==> src/logic/sapmc_map.svh <==
// sapmc_map.svh: named counts and layout of the serial converter frame
// assumes: included by bare name from the package and design modules
`ifndef SAPMC_MAP_SVH
`define SAPMC_MAP_SVH

// ****************************************************************
// frame layout
// ****************************************************************
`define SAPMC_RESULT_BITS 10
`define SAPMC_FRAME_BITS 16
`define SAPMC_LEAD_ZEROS 3'h0
`define SAPMC_TAIL_ZEROS 3'h0
`define SAPMC_CNT_BITS 5
`define SAPMC_RES_LSB 3
`define SAPMC_RES_MSB 12

// ****************************************************************
// falling-edge counts for the mode choice, the data and tail slots and the end of the word
// ****************************************************************
`define SAPMC_EDGE_GLITCH 5'h02
`define SAPMC_EDGE_DATA 5'h03
`define SAPMC_EDGE_TAIL 5'h0D
`define SAPMC_EDGE_MODE 5'h0A
`define SAPMC_EDGE_LAST 5'h0F
`define SAPMC_EDGE_SAT 5'h10
`define SAPMC_CNT_ZERO 5'h00
`define SAPMC_CNT_ONE 5'h01

// ****************************************************************
// reset values
// ****************************************************************
`define SAPMC_RST_MODE sapmc_pkg::SAPMC_SHUTDOWN
`define SAPMC_RST_HIGH 1'h1
`define SAPMC_RST_LOW 1'h0

`endif

==> src/logic/sapmc_pkg.sv <==
// sapmc_pkg: types shared by the frame and power-mode control
// assumes: sapmc_map.svh is on the include path
`include "sapmc_map.svh"

package sapmc_pkg;

  // power mode of the converter
  typedef enum logic {
    SAPMC_SHUTDOWN = 1'b0,
    SAPMC_NORMAL = 1'b1
  } sapmc_mode_t;

  // frame phase
  typedef enum logic [1:0] {
    SAPMC_IDLE = 2'b00,
    SAPMC_SHIFT = 2'b01,
    SAPMC_DONE = 2'b10
  } sapmc_phase_t;

  // serial data output pin: level and enable
  typedef struct packed {
    logic data;
    logic oe;
  } sapmc_sdo_t;

  // state of the edge counter
  typedef struct packed {
    logic [`SAPMC_CNT_BITS-1:0] count;
  } sapmc_cnt_state_t;

  // state of the frame control
  typedef struct packed {
    logic sclk_q;
    logic cs_n_q;
    sapmc_phase_t phase;
    sapmc_mode_t mode;
    logic from_sd;
    logic dummy;
    logic powered;
    logic valid;
    logic [`SAPMC_FRAME_BITS-1:0] shreg;
    logic oe;
  } sapmc_state_t;

endpackage

==> src/logic/sapmc_ctrl.sv <==
// sapmc_ctrl: frame and power-mode control of a serial sampling converter
// assumes: chip select and serial clock are synchronous to the core clock,
// the serial clock is slow enough that each level lasts two core cycles,
// and the sampled result is stable on i_conv_result when chip select falls
//
// Behaviour
// - rise after tenth edge: normal, abort word
// - sixteen clocks read a word, then idle
// - output released after sixteenth falling edge
// - rise between second and tenth: shutdown
// - rise before second edge keeps mode
// - wake from shutdown; first result is dummy
// - woken frame aborted early returns to shutdown
// - fully powered after sixteen clocks
// - power-on mode unknown (reset here loads shutdown); dummy conversion first
// - shutdown turns analog off until select low
// - three zeros, ten bits msb first, three zeros
// - select fall drives output and samples input
`timescale 1ns/1ps
`default_nettype none
`include "sapmc_map.svh"

module sapmc_ctrl (
  // clock and reset
  input wire logic i_core_clk,
  input wire logic i_sys_rst,
  // serial link from the host
  input wire logic i_chip_sel_n,
  input wire logic i_serial_clk,
  output var sapmc_pkg::sapmc_sdo_t o_serial_data_out,
  // converter core
  input wire logic [`SAPMC_RESULT_BITS-1:0] i_conv_result,
  output logic o_sample_now,
  output logic o_analog_en,
  // status
  output logic o_mode_normal,
  output logic o_powered_up,
  output logic o_result_valid,
  output logic [`SAPMC_CNT_BITS-1:0] o_edge_count
);

  sapmc_pkg::sapmc_state_t q;
  sapmc_pkg::sapmc_state_t d;
  logic cs_fall;
  logic cs_rise;
  logic sclk_fall;
  logic edge_step;
  logic [`SAPMC_CNT_BITS-1:0] cnt;

  // ****************************************************************
  // pin events
  // ****************************************************************
  // new frame only on select falling
  assign cs_fall = q.cs_n_q & ~i_chip_sel_n;
  assign cs_rise = ~q.cs_n_q & i_chip_sel_n;
  assign sclk_fall = q.sclk_q & ~i_serial_clk;
  // edges after a select rise in the same cycle are not counted
  assign edge_step = sclk_fall & (q.phase == sapmc_pkg::SAPMC_SHIFT) & ~cs_rise;

  // ****************************************************************
  // falling-edge counter
  // ****************************************************************
  sapmc_edge_cnt #(
    .SAT_EDGES(`SAPMC_EDGE_SAT)
  ) u_edge_cnt (
    .i_core_clk(i_core_clk),
    .i_sys_rst(i_sys_rst),
    .i_clear(cs_fall),
    .i_step(edge_step),
    .o_count(cnt)
  );

  // mode chosen when select rises mid-frame
  function automatic sapmc_pkg::sapmc_mode_t mode_on_rise(
    input logic [`SAPMC_CNT_BITS-1:0] edges,
    input sapmc_pkg::sapmc_mode_t now
  );
    sapmc_pkg::sapmc_mode_t m;
    if (edges < `SAPMC_EDGE_GLITCH) begin
      m = now;
    end else if (edges < `SAPMC_EDGE_MODE) begin
      m = sapmc_pkg::SAPMC_SHUTDOWN;
    end else begin
      m = sapmc_pkg::SAPMC_NORMAL;
    end
    return m;
  endfunction

  // ****************************************************************
  // next state
  // ****************************************************************
  always_comb begin
    d = q;
    d.sclk_q = i_serial_clk;
    d.cs_n_q = i_chip_sel_n;
    unique case (q.phase)
      sapmc_pkg::SAPMC_IDLE: begin
        if (cs_fall) begin
          d.phase = sapmc_pkg::SAPMC_SHIFT;
          d.oe = 1'b1;
          d.shreg = {`SAPMC_LEAD_ZEROS, i_conv_result, `SAPMC_TAIL_ZEROS};
          // wake-up frame yields a dummy result
          d.from_sd = (q.mode == sapmc_pkg::SAPMC_SHUTDOWN);
          d.valid = ~q.dummy & (q.mode == sapmc_pkg::SAPMC_NORMAL);
        end
      end
      sapmc_pkg::SAPMC_SHIFT: begin
        if (cs_rise) begin
          d.phase = sapmc_pkg::SAPMC_IDLE;
          d.oe = 1'b0;
          d.valid = 1'b0;
          d.from_sd = 1'b0;
          d.mode = mode_on_rise(cnt, q.mode);
          if (d.mode == sapmc_pkg::SAPMC_SHUTDOWN) begin
            d.dummy = 1'b1;
            d.powered = 1'b0;
          end
        end else if (sclk_fall) begin
          if (cnt == `SAPMC_EDGE_LAST) begin
            d.phase = sapmc_pkg::SAPMC_DONE;
            d.oe = 1'b0;
            d.mode = sapmc_pkg::SAPMC_NORMAL;
            d.powered = 1'b1;
            d.dummy = 1'b0;
            d.from_sd = 1'b0;
          end else begin
            d.shreg = {q.shreg[`SAPMC_FRAME_BITS-2:0], 1'b0};
          end
        end
      end
      sapmc_pkg::SAPMC_DONE: begin
        // select may idle low; wait for its rise
        if (cs_rise) begin
          d.phase = sapmc_pkg::SAPMC_IDLE;
          d.valid = 1'b0;
        end
      end
      default: begin
        d.phase = sapmc_pkg::SAPMC_IDLE;
        d.oe = 1'b0;
      end
    endcase
  end

  // ****************************************************************
  // state register
  // ****************************************************************
  // power-on mode is a fixed choice; first frame is dummy
  always_ff @(posedge i_core_clk or posedge i_sys_rst) begin
    if (i_sys_rst) begin
      q <= '0;
      q.sclk_q <= `SAPMC_RST_HIGH;
      q.cs_n_q <= `SAPMC_RST_HIGH;
      q.phase <= sapmc_pkg::SAPMC_IDLE;
      q.mode <= `SAPMC_RST_MODE;
      q.dummy <= `SAPMC_RST_HIGH;
      q.powered <= `SAPMC_RST_LOW;
    end else begin
      q <= d;
    end
  end

  // ****************************************************************
  // outputs
  // ****************************************************************
  // data bit first, enable second, as the struct lays them out
  assign o_serial_data_out = {q.shreg[`SAPMC_FRAME_BITS-1], q.oe};
  assign o_sample_now = cs_fall;
  // analog on only in normal mode or within a frame
  assign o_analog_en = (q.mode == sapmc_pkg::SAPMC_NORMAL) | (q.phase != sapmc_pkg::SAPMC_IDLE);
  assign o_mode_normal = (q.mode == sapmc_pkg::SAPMC_NORMAL);
  assign o_powered_up = q.powered;
  assign o_result_valid = q.valid;
  assign o_edge_count = cnt;
endmodule
`default_nettype wire

==> src/logic/sapmc_edge_cnt.sv <==
// sapmc_edge_cnt: saturating count of serial-clock falling edges in a frame
// assumes: step and clear are one-cycle pulses on the core clock
`timescale 1ns/1ps
`default_nettype none
`include "sapmc_map.svh"

module sapmc_edge_cnt #(
  parameter logic [`SAPMC_CNT_BITS-1:0] SAT_EDGES = `SAPMC_EDGE_SAT
) (
  // clock and reset
  input wire logic i_core_clk,
  input wire logic i_sys_rst,
  // control
  input wire logic i_clear,
  input wire logic i_step,
  // count
  output logic [`SAPMC_CNT_BITS-1:0] o_count
);

  sapmc_pkg::sapmc_cnt_state_t st_q;
  sapmc_pkg::sapmc_cnt_state_t st_d;

  // ****************************************************************
  // next count
  // ****************************************************************
  // saturating edge count
  always_comb begin
    st_d = st_q;
    if (i_clear) begin
      st_d.count = `SAPMC_CNT_ZERO;
    end else if (i_step && (st_q.count < SAT_EDGES)) begin
      st_d.count = st_q.count + `SAPMC_CNT_ONE;
    end
  end

  // state register
  always_ff @(posedge i_core_clk or posedge i_sys_rst) begin
    if (i_sys_rst) begin
      st_q <= '0;
    end else begin
      st_q <= st_d;
    end
  end

  assign o_count = st_q.count;
endmodule
`default_nettype wire

==> config.mk <==
export PLATFORM = sky130hd
export DESIGN_NAME = sapmc_ctrl
export DESIGN_NICKNAME = d
export VERILOG_FILES = /design/src/logic/sapmc_pkg.sv /design/src/logic/sapmc_ctrl.sv /design/src/logic/sapmc_edge_cnt.sv
export VERILOG_INCLUDE_DIRS = /design/src /design/src/logic
export SDC_FILE = /design/constraint.sdc
export NUM_CORES = 1
export LEC_CHECK = 0
export ABC_AREA = 0
export BUFFER_PORTS_ARGS = -buffer_cell sky130_fd_sc_hd__buf_2
export CAP_MARGIN = 15
export CORE_ASPECT_RATIO = 0.75
export CORE_MARGIN = 4
export CORE_UTILIZATION = 45
export CTS_BUF_LIST = sky130_fd_sc_hd__clkbuf_16
export DETAILED_ROUTE_END_ITERATION = 10
export GPL_TIMING_DRIVEN = 0
export PLACE_DENSITY = 0.74
export SYNTH_ARGS = -nofsm -noshare
export SYNTH_HDL_FRONTEND = slang
export SYNTH_SLANG_ARGS = --single-unit
==> constraint.sdc <==
create_clock -name i_core_clk -period 2 [get_ports i_core_clk]
set_input_delay 0.3 -clock i_core_clk [delete_from_list [all_inputs] [get_ports i_core_clk]]
set_output_delay 0.3 -clock i_core_clk [all_outputs]
set_load 0.03 [all_outputs]
==> results of run 1 <==
[metal layers]
metal  up-vias  global-route usage  routed length [um]
li1        564                   -                   -
met1       597               0.224                1520
met2        28               0.258                1600
met3         6              0.0341                 126
met4         0              0.0399                  70
met5         -                   0                   0
[sequential cells by signal, indices dropped and copies added, names as in the netlist]
signal / cells
o_mode_normal: 1
o_result_valid: 1
q: 17
o_serial_data_out: 2
o_powered_up: 1
u_edge_cnt.o_count: 5
[critical path: stages, from the launching register on]
cell and delay (ns):
dfrtp_2 0.43, ha_4 0.16, and3_4 0.18, ha_4 0.16, nor3b_4 0.23, a31oi_2 0.14, a21oi_2 0.21, buf_6 0.17
mux2_4 0.30
[cells in the mapped netlist (all sizes together)]
| master | number |
|---|---|
| a31oi | 2 |
| a22o | 1 |
| mux2i | 1 |
| a311oi | 1 |
| and2b | 1 |
| ha | 6 |
| o32ai | 1 |
| or3 | 2 |
| a21o | 1 |
| a221oi | 1 |
| nor3b | 3 |
| nand2b | 3 |
| o21ai | 7 |
| nor2b | 2 |
| nand3b | 1 |
| nand4 | 3 |
| and3 | 2 |
| inv | 10 |
| buf | 7 |
| o211ai | 2 |
| dfstp | 3 |
| a21oi | 8 |
| dfrtp | 24 |
| nand2 | 7 |
| nor2 | 9 |
| or4b | 1 |
| nor4 | 1 |
| nand3 | 6 |
| mux2 | 19 |
| xor2 | 2 |
[report_power, final]
group	internal [W]	switching (W)
registers	0.000755	0.000126
clock network	0.000270	0.000188
logic	0.000696	0.000642
[metrics by stage]
step	util	setup WS [ns]	std cells	hold slack, ns
after floorplan	-	-0.0922	137	0.304
after global placement	0.530	-0.149	202	0.445
after global routing	0.590	-0.184	216	0.0643
final	0.590	-0.0933	216	0.0429
after detailed placement	0.530	-0.172	202	0.452
after CTS	0.576	-0.109	213	0.176
[repair_timing]
item / CTS / global route
resized for setup: 4 / 1
buffers inserted: 6 / 2
pin swaps: 2 / 0
cloned: 1 / 0
hold buffers: 0 / 0
setup endpoints to repair: 9 / 9
[worst paths after layout]
check / from / to / slack, ns / cells past startpoint
hold reg to reg: q[19]$_DFFE_PP1P_ / q[19]$_DFFE_PP1P_ / 0.51 / 1
max in group asynchronous: i_sys_rst / q[24]$_DFF_PP1_ / 1.43 / 3
setup reg to reg: u_edge_cnt.o_count[1]$_DFFE_PP0P_ / q[12]$_DFFE_PP0P_ / -0.09 / 8
setup / recovery: u_edge_cnt.o_count[1]$_DFFE_PP0P_ / q[12]$_DFFE_PP0P_ / -0.09 / 8
hold / removal: i_sys_rst / q[8]$_DFFE_PP0P_ / 0.04 / 2
min in group i_core_clk: i_chip_sel_n / q[24]$_DFF_PP1_ / 0.17 / 1
[cell type report]
| cell class | count | area (um^2) |
|---|---|---|
| Fill cell | 259 | 1340 |
| Multi-Input combinational cell | 93 | 791 |
| Sequential cell | 27 | 682 |
| Timing Repair Buffer | 35 | 224 |
| Clock buffer | 3 | 75.1 |
| Buffer | 7 | 63.8 |
| Tap cell | 40 | 50.0 |
| Inverter | 10 | 37.5 |
| Clock inverter | 1 | 5.00 |
[kinds of logic after synthesis]
| family | Yosys count | share of synthesized area |
|---|---|---|
| adder cells (fa/ha/maj) | 6 | 0.0491 |
| XOR/XNOR | 2 | 0.0115 |
| AO/OA/AOI/OAI | 24 | 0.102 |
| multiplexers | 20 | 0.166 |
| buffers and inverters | 17 | 0.0663 |
| flip-flops | 27 | 0.445 |
| AND/OR/NAND/NOR | 41 | 0.160 |
==> results by group, run 1 <==
Drt
  – DR WL/cell: 15.4 um
  – Iteration-0 DRC Markers: 64
  – DRC: 0
  – Final WL: 3320 um
  – DR vias/cell: 5.53
  – First drt pass iteration count: 4
  – Detail Route Antenna Nets: 0
  – Vias after detailed routing: 1195

Cells and area
  – Nets@finish: 197
  – Most frequent cells in the layout: buf_2 (25), dfrtp_1 (22), buf_4 (12)
  – N_diodes: 0
  – Post-route cell area: 1930 um^2
  – Share of layout cells above drive strength 1: 0.472
  – Area delta synth->final: 26.2%
  – Commonest non-fill, non-tap cell in the layout: buf_2

Global route
  – GRT overflow: 0
  – Vias in the first global route: 1188
  – All-layer global routing usage: 0.162
  – First-pass GRT wire length: 5560 um
  – Initial antenna violation count: 0
  – Pin count of the biggest net entering global routing: 28

STA
  – RSZ-0062 raised after global routing: true
  – Final Hold Fails: 0
  – Final worst-path cycle share: 1.05
  – Final Setup Violations: 9
  – Achievable Freq: 478 MHz
  – Tmin final: 2.09 ns
  – Relative slew slack: 0.655
  – Final Max Tran Viols: 0
  – Worst Skew: 0.00368 ns
  – Setup Total Neg Slack: -0.729 ns
  – Setup slack after layout: -0.0933 ns
  – Worst Tran Pin Value: 0.513 ns

CTS
  – Num CTS Buffers: 3
  – Maximum clock path buffer count: 2
  – CTS clock-pin slew for the worst setup and hold paths: 0.07 ns
  – CTS tree: built
  – CTS Root Cell: clkbuf_16
  – CTS HTree Levels: 1
  – Clk sinks: 27
  – Worst skew pair latency: 0.26 ns

Logic synthesis
  – Post-Syn Area: 1530 um^2
  – Mean area per synthesized cell: 11.2 um^2
  – Yosys reg bits: 27
  – Yosys warnings: 0
  – Post-Syn Nets: 157
  – Cell taking the most area after synthesis: dfrtp_1
  – Synth cell types: 41
  – Syn Inst Count: 137
  – Top cells by area, synth: dfrtp_1 (39%), mux2_4 (7.9%), mux2_2 (7.4%)
  – Sequential share of the synthesized area: 0.445
  – Share of the synthesized area in the top cell type: 0.393

Critical path
  – Critical Path End Type: flip-flop
  – CP Max Fanout: 5
  – Arrival time worst endpoint: 2.24 ns
  – CP Class: flip-flop to flip-flop
  – Worst EP required: 2.15 ns
  – CP startpoint kind: flip-flop

Floorplanning
  – Rows: 18
  – Die H: 58.5 um
  – Core area: 3270 um^2
  – Starting Density: 0.468
  – Die area: 4400 um^2
  – I/O Pins: 26
  – Chip Width: 75.3 um

Job
  – Max-Cap Viols: 0

Placed design
  – Placed Area: 1730 um^2
  – GPL Wtd Cong: 0.859
  – IO Port Bufs: 25
  – DP Wirelength: 2300 um

Power
  – Pwr Density: 1390 nW/um^2
  – Total power: 0.00268 W
  – Leak pwr: 0.910 nW
  – Worst VDD drop: 0.000600 V

Min path
  – Min-delay worst type: input pin to async pin

Run status
  – Status: finished with violations
  – Failing checks: setup timing
No activity file was read; power rests on OpenSTA's default activity.
==> run 2: changes to the inputs <==
ABC_AREA = 1   (was 0)
==> results by group, run 2 <==
STA
  – Final Setup Violations: 0
  – RSZ-0062 raised after global routing: false
  – Final worst-path cycle share: 0.911
  – WHS: 0.141 ns
  – Final Hold Fails: 0
  – Final Max Tran Viols: 0
  – Achievable Freq: 549 MHz
  – Setup Total Neg Slack: 0 ns
  – Tmin final: 1.82 ns
  – Relative slew slack: 0.794
  – Worst Skew: 0.00817 ns
  – Worst Tran Pin Value: 0.308 ns

Global route
  – GRT overflow: 0
  – Pin count of the biggest net entering global routing: 28
  – Initial antenna violation count: 0
  – Vias in the first global route: 1129
  – First-pass GRT wire length: 5160 um
  – All-layer global routing usage: 0.153

Logic synthesis
  – Post-synth EDFFs: 0
  – Mean area per synthesized cell: 7.51 um^2
  – Yosys warnings: 0
  – Ys flop type: dfrtp_1
  – Share of the synthesized area in the top cell type: 0.402
  – Yosys reg bits: 27
  – Post-Syn Nets: 219
  – Most frequent cells after synthesis: nand2_1 (89), dfrtp_1 (24), nand3_1 (17), inv_1 (16), nor2_1 (10)
  – Count leader, synth: nand2_1
  – Post-synth ARST share: 1.00
  – Syn Inst Count: 199
  – Cell taking the most area after synthesis: dfrtp_1
  – Top cells by area, synth: dfrtp_1 (40%), nand2_1 (22%), nand3_1 (5.7%)
  – Sequential share of the synthesized area: 0.454
  – Synth cell types: 21
  – Post-Syn Area: 1500 um^2

Floorplanning
  – Die area: 4320 um^2
  – I/O Pins: 26
  – Rows: 17
  – Core area: 3060 um^2
  – Starting Density: 0.488
  – Chip Width: 74.6 um
  – Die H: 57.9 um

Placed design
  – IO Port Bufs: 25
  – GPL Wtd Cong: 0.812
  – DP Wirelength: 2210 um

CTS
  – Maximum clock path buffer count: 2
  – CTS HTree Levels: 1
  – CTS Root Cell: clkbuf_16
  – Num CTS Buffers: 3
  – Worst skew pair latency: 0.26 ns
  – CTS clock-pin slew for the worst setup and hold paths: 0.07 ns
  – Post-CTS Resized: 0
  – CTS tree: built
  – Clk sinks: 27
  – Post-CTS Setup Bufs: 0

Power
  – Leak pwr: 1.01 nW
  – Pwr Density: 1520 nW/um^2
  – Worst VDD drop: 0.000945 V

Cells and area
  – Area delta synth->final: 19.4%
  – Most frequent cells in the layout: nand2_1 (89), buf_2 (28), dfrtp_1 (24)
  – Fill count: 295
  – Share of layout cells above drive strength 1: 0.209
  – N_diodes: 0
  – Max FFs per register: 17
  – Nets@finish: 251
  – Largest Register: q
  – Commonest non-fill, non-tap cell in the layout: nand2_1

Drt
  – DRC: 0
  – Detail Route Antenna Nets: 0
  – First drt pass iteration count: 4
  – Routed met3 length: 109 um
  – DR vias/cell: 4.74
  – WL met1: 1650 um
  – Iteration-0 DRC Markers: 110
  – Top layer in use: met4
  – Vias after detailed routing: 1271
  – WL met2: 1230 um
  – DR WL/cell: 11.3 um
  – Final WL: 3040 um

Job
  – Max-Cap Viols: 0

Critical path
  – CP Max Fanout: 10
  – Critical Path End Type: flip-flop
  – Arrival time worst endpoint: 1.97 ns
  – CP Class: flip-flop to flip-flop
  – Worst EP required: 2.15 ns
  – CP startpoint kind: flip-flop

Min path
  – Min-delay worst type: input pin to flip-flop

Run status
  – Status: complete, no violations
run 2: changes by cell type after synthesis, sizes merged, moves of 4 or more:
| cell | delta |
|---|---|
| mux2 | -19 |
| nand3b | +4 |
| nand3 | +11 |
| nand2 | +86 |
| a21oi | -4 |
| inv | +8 |
run 2: layout make-up:
cell class                 count  area, um^2  share of cell area
clock buffer                   3        75.1              0.0420
inverter                      18        67.6              0.0378
tap                           38        47.5              0.0266
buffer                         7        48.8              0.0273
sequential                    27         679               0.381
timing repair buffer          27         163              0.0911
clock inverter                 1        5.00             0.00280
multi-input combinational    147         699               0.392
run 2: cell families (layout without fill, tap and decap cells):
kind of cell | count (synthesis) | in the layout | share of synthesized area
AO/OA/AOI/OAI | 13 | 13 | 0.0477
XOR/XNOR | 2 | 2 | 0.0117
adder cells (fa/ha/maj) | 6 | 6 | 0.0502
buffers and inverters | 25 | 56 | 0.0778
flip-flops | 27 | 27 | 0.454
AND/OR/NAND/NOR | 126 | 126 | 0.358
run 2: what timing repair did:
item	4_1_cts	5_1_grt
hold endpoints to repair	0	4
hold buffers	0	1
setup endpoints to repair	0	0
run 2: worst max-delay path, cell delays in order, from the launching register on:
cell and delay (ns):
dfrtp_1 0.43, ha_1 0.25, nand2_1 0.07, nor2_1 0.04, ha_1 0.21, nand2_1 0.07, o21ai_1 0.09, nor2_4 0.18
nand2_2 0.10, buf_6 0.15, nand2_1 0.06, nand2_1 0.04
run 2: final timing paths:
| check | from | end | slack (ns) | cells after the start |
|---|---|---|---|---|
| max | u_edge_cnt.o_count[0]$_DFFE_PP0P_ | q[9]$_DFFE_PP0P_ | 0.18 | 11 |
| min | i_serial_clk | q[25]$_DFF_PP1_ | 0.14 | 1 |
| max reg2reg | u_edge_cnt.o_count[0]$_DFFE_PP0P_ | q[9]$_DFFE_PP0P_ | 0.18 | 11 |
| min reg2reg | q[19]$_DFFE_PP1P_ | q[19]$_DFFE_PP1P_ | 0.47 | 2 |
| max in group asynchronous | i_sys_rst | q[24]$_DFF_PP1_ | 0.99 | 4 |
| min in group asynchronous | i_sys_rst | u_edge_cnt.o_count[3]$_DFFE_PP0P_ | 0.52 | 3 |
run 2: report_power, final:
group	switching, W	internal [W]	total [W]
clock network	0.000182	0.000270	0.000452
logic	0.000880	0.000471	0.00135
registers	0.000144	0.000765	0.000908
run 2: metrics by stage:
stage	utilization	setup WS (ns)	total power, W	cells	area, um^2
after global routing	0.583	0.0561	0.00295	268	1790
final	0.583	0.178	0.00271	268	1790
after global placement	0.545	0.217	0.00224	262	1670
after floorplan	-	0.208	0.00193	199	1500
after detailed placement	0.545	0.204	0.00227	262	1670
after CTS	0.571	0.195	0.00272	266	1750
run 2: layer usage:
metal  track usage  vias up
met5             0        -
met4        0.0533        0
met3        0.0381        4
met2         0.199       20
met1         0.241      568
li1              -      679
==> run 3: changes to the inputs <==
GPL_TIMING_DRIVEN = 1   (was 0)
SLEW_MARGIN = 40   (was unset)
==> results by group, run 3 (synthesized netlist as in run 2, its figures left out) <==
STA
  – Relative slew slack: 0.754
  – Setup Total Neg Slack: 0 ns
  – Worst Skew: 0.00307 ns
  – RSZ-0062 raised after global routing: false
  – Final worst-path cycle share: 0.902
  – Achievable Freq: 554 MHz
  – Final Hold Fails: 0
  – Tmin final: 1.80 ns
  – Final Setup Violations: 0
  – Final Max Tran Viols: 0
  – Worst Tran Pin Value: 0.369 ns
  – WHS: 0.0904 ns

Cells and area
  – Most frequent cells in the layout: nand2_1 (89), buf_2 (25), dfrtp_1 (24)
  – Largest Register: q
  – Area delta synth->final: 15.1%
  – Share of layout cells above drive strength 1: 0.188
  – Post-route cell area: 1720 um^2
  – Nets@finish: 245
  – Max FFs per register: 17
  – N_diodes: 0
  – Final std cells w/o fill: 262
  – Commonest non-fill, non-tap cell in the layout: nand2_1

CTS
  – Clk sinks: 27
  – Post-CTS Setup Bufs: 0
  – Maximum clock path buffer count: 2
  – CTS tree: built
  – CTS Root Cell: clkbuf_16
  – Num CTS Buffers: 3
  – Hold_buf cts: 0
  – CTS clock-pin slew for the worst setup and hold paths: 0.07 ns
  – Post-CTS Resized: 0
  – Worst skew pair latency: 0.26 ns
  – CTS HTree Levels: 1

Floorplanning
  – Core area: 3060 um^2
  – Die area: 4320 um^2
  – I/O Pins: 26
  – Die H: 57.9 um
  – Starting Density: 0.488
  – Chip Width: 74.6 um
  – Rows: 17

Job
  – Max-Cap Viols: 0

Placed design
  – GPL Wtd Cong: 0.830
  – DP Wirelength: 2240 um
  – Placed Area: 1640 um^2
  – IO Port Bufs: 25
  – Placed cell count: 258

Drt
  – Detail Route Antenna Nets: 0
  – Iteration-0 DRC Markers: 62
  – DR vias/cell: 4.79
  – DRC: 0
  – Vias after detailed routing: 1255
  – DR WL/cell: 11.6 um
  – First drt pass iteration count: 4
  – Final WL: 3050 um

Power
  – Worst VDD drop: 0.000919 V
  – Pwr Density: 1530 nW/um^2
  – Total power: 0.00264 W
  – Leak pwr: 0.980 nW

Critical path
  – Reg2reg path depth: 8
  – CP startpoint kind: flip-flop
  – CP Max Fanout: 13
  – Worst EP required: 2.15 ns
  – Launching point of the worst reg2reg path: q[23]$_DFFE_PP0P_
  – Arrival time worst endpoint: 1.95 ns
  – Flop2flop setup slack: 0.20 ns
  – Reg2Reg Capture Point: q[14]$_DFFE_PP0P_
  – Critical Path End Type: flip-flop
  – CP Class: flip-flop to flip-flop

Min path
  – Min-delay worst type: input pin to async pin

Global route
  – All-layer global routing usage: 0.157
  – Initial antenna violation count: 0
  – Pin count of the biggest net entering global routing: 28
  – GRT overflow: 0
  – Vias in the first global route: 1153
  – First-pass GRT wire length: 5310 um

Run status
  – Status: complete, no violations
==> run 3: layout make-up <==
class / count / area (um^2)
fill: 296 / 1340
multi-input combinational: 147 / 699
sequential: 27 / 679
timing repair buffer: 28 / 148
clock buffer: 3 / 75.1
inverter: 18 / 67.6
tap: 38 / 47.5
clock inverter: 1 / 3.75
==> run 3: how the worst max path moves through the flow <==
stage,slack [ns],to,from
2_1_floorplan,0.21,o_serial_data_out[1]$_DFFE_PP0P_,u_edge_cnt.o_count[0]$_DFFE_PP0P_
3_3_place_gp,0.31,q[9]$_DFFE_PP0P_,u_edge_cnt.o_count[0]$_DFFE_PP0P_
3_5_place_dp,0.22,q[4]$_DFFE_PP0P_,q[23]$_DFFE_PP0P_
4_1_cts,0.19,q[14]$_DFFE_PP0P_,q[23]$_DFFE_PP0P_
5_1_grt,0.01,q[12]$_DFFE_PP0P_,q[23]$_DFFE_PP0P_
6_report,0.20,q[14]$_DFFE_PP0P_,q[23]$_DFFE_PP0P_
==> run 3: layer usage <==
layer | part of all wire | wire (um) | vias to the layer above | global-route usage
met1 | 0.55 | 1680 | 567 | 0.245
met3 | 0.027 | 81 | 4 | 0.0381
met2 | 0.41 | 1250 | 17 | 0.209
met4 | 0.012 | 36 | 0 | 0.0533
met5 | 0 | 0 | - | 0
li1 | - | - | 667 | -
==> run 3: where the power goes <==
group / switching, W / internal, W / total [W]
clock network: 0.000181 / 0.000268 / 0.000449
logic: 0.000862 / 0.000415 / 0.00128
registers: 0.000149 / 0.000764 / 0.000913
==> run 3: critical path, cell delays in order (launching register included) <==
cell and delay [ns]:
dfrtp_1 0.40, inv_1 0.11, ha_1 0.39, inv_2 0.20
a21oi_2 0.21, nor2_4 0.05, buf_4 0.18, nand3b_1 0.08
nand2_1 0.06
==> run 3: per-stage QoR <==
step / setup slack, ns / utilization
finish: 0.196 / 0.562
global route: 0.0110 / 0.562
CTS: 0.191 / 0.562
detailed placement: 0.218 / 0.536
global placement: 0.309 / 0.536
floorplan: 0.208 / -
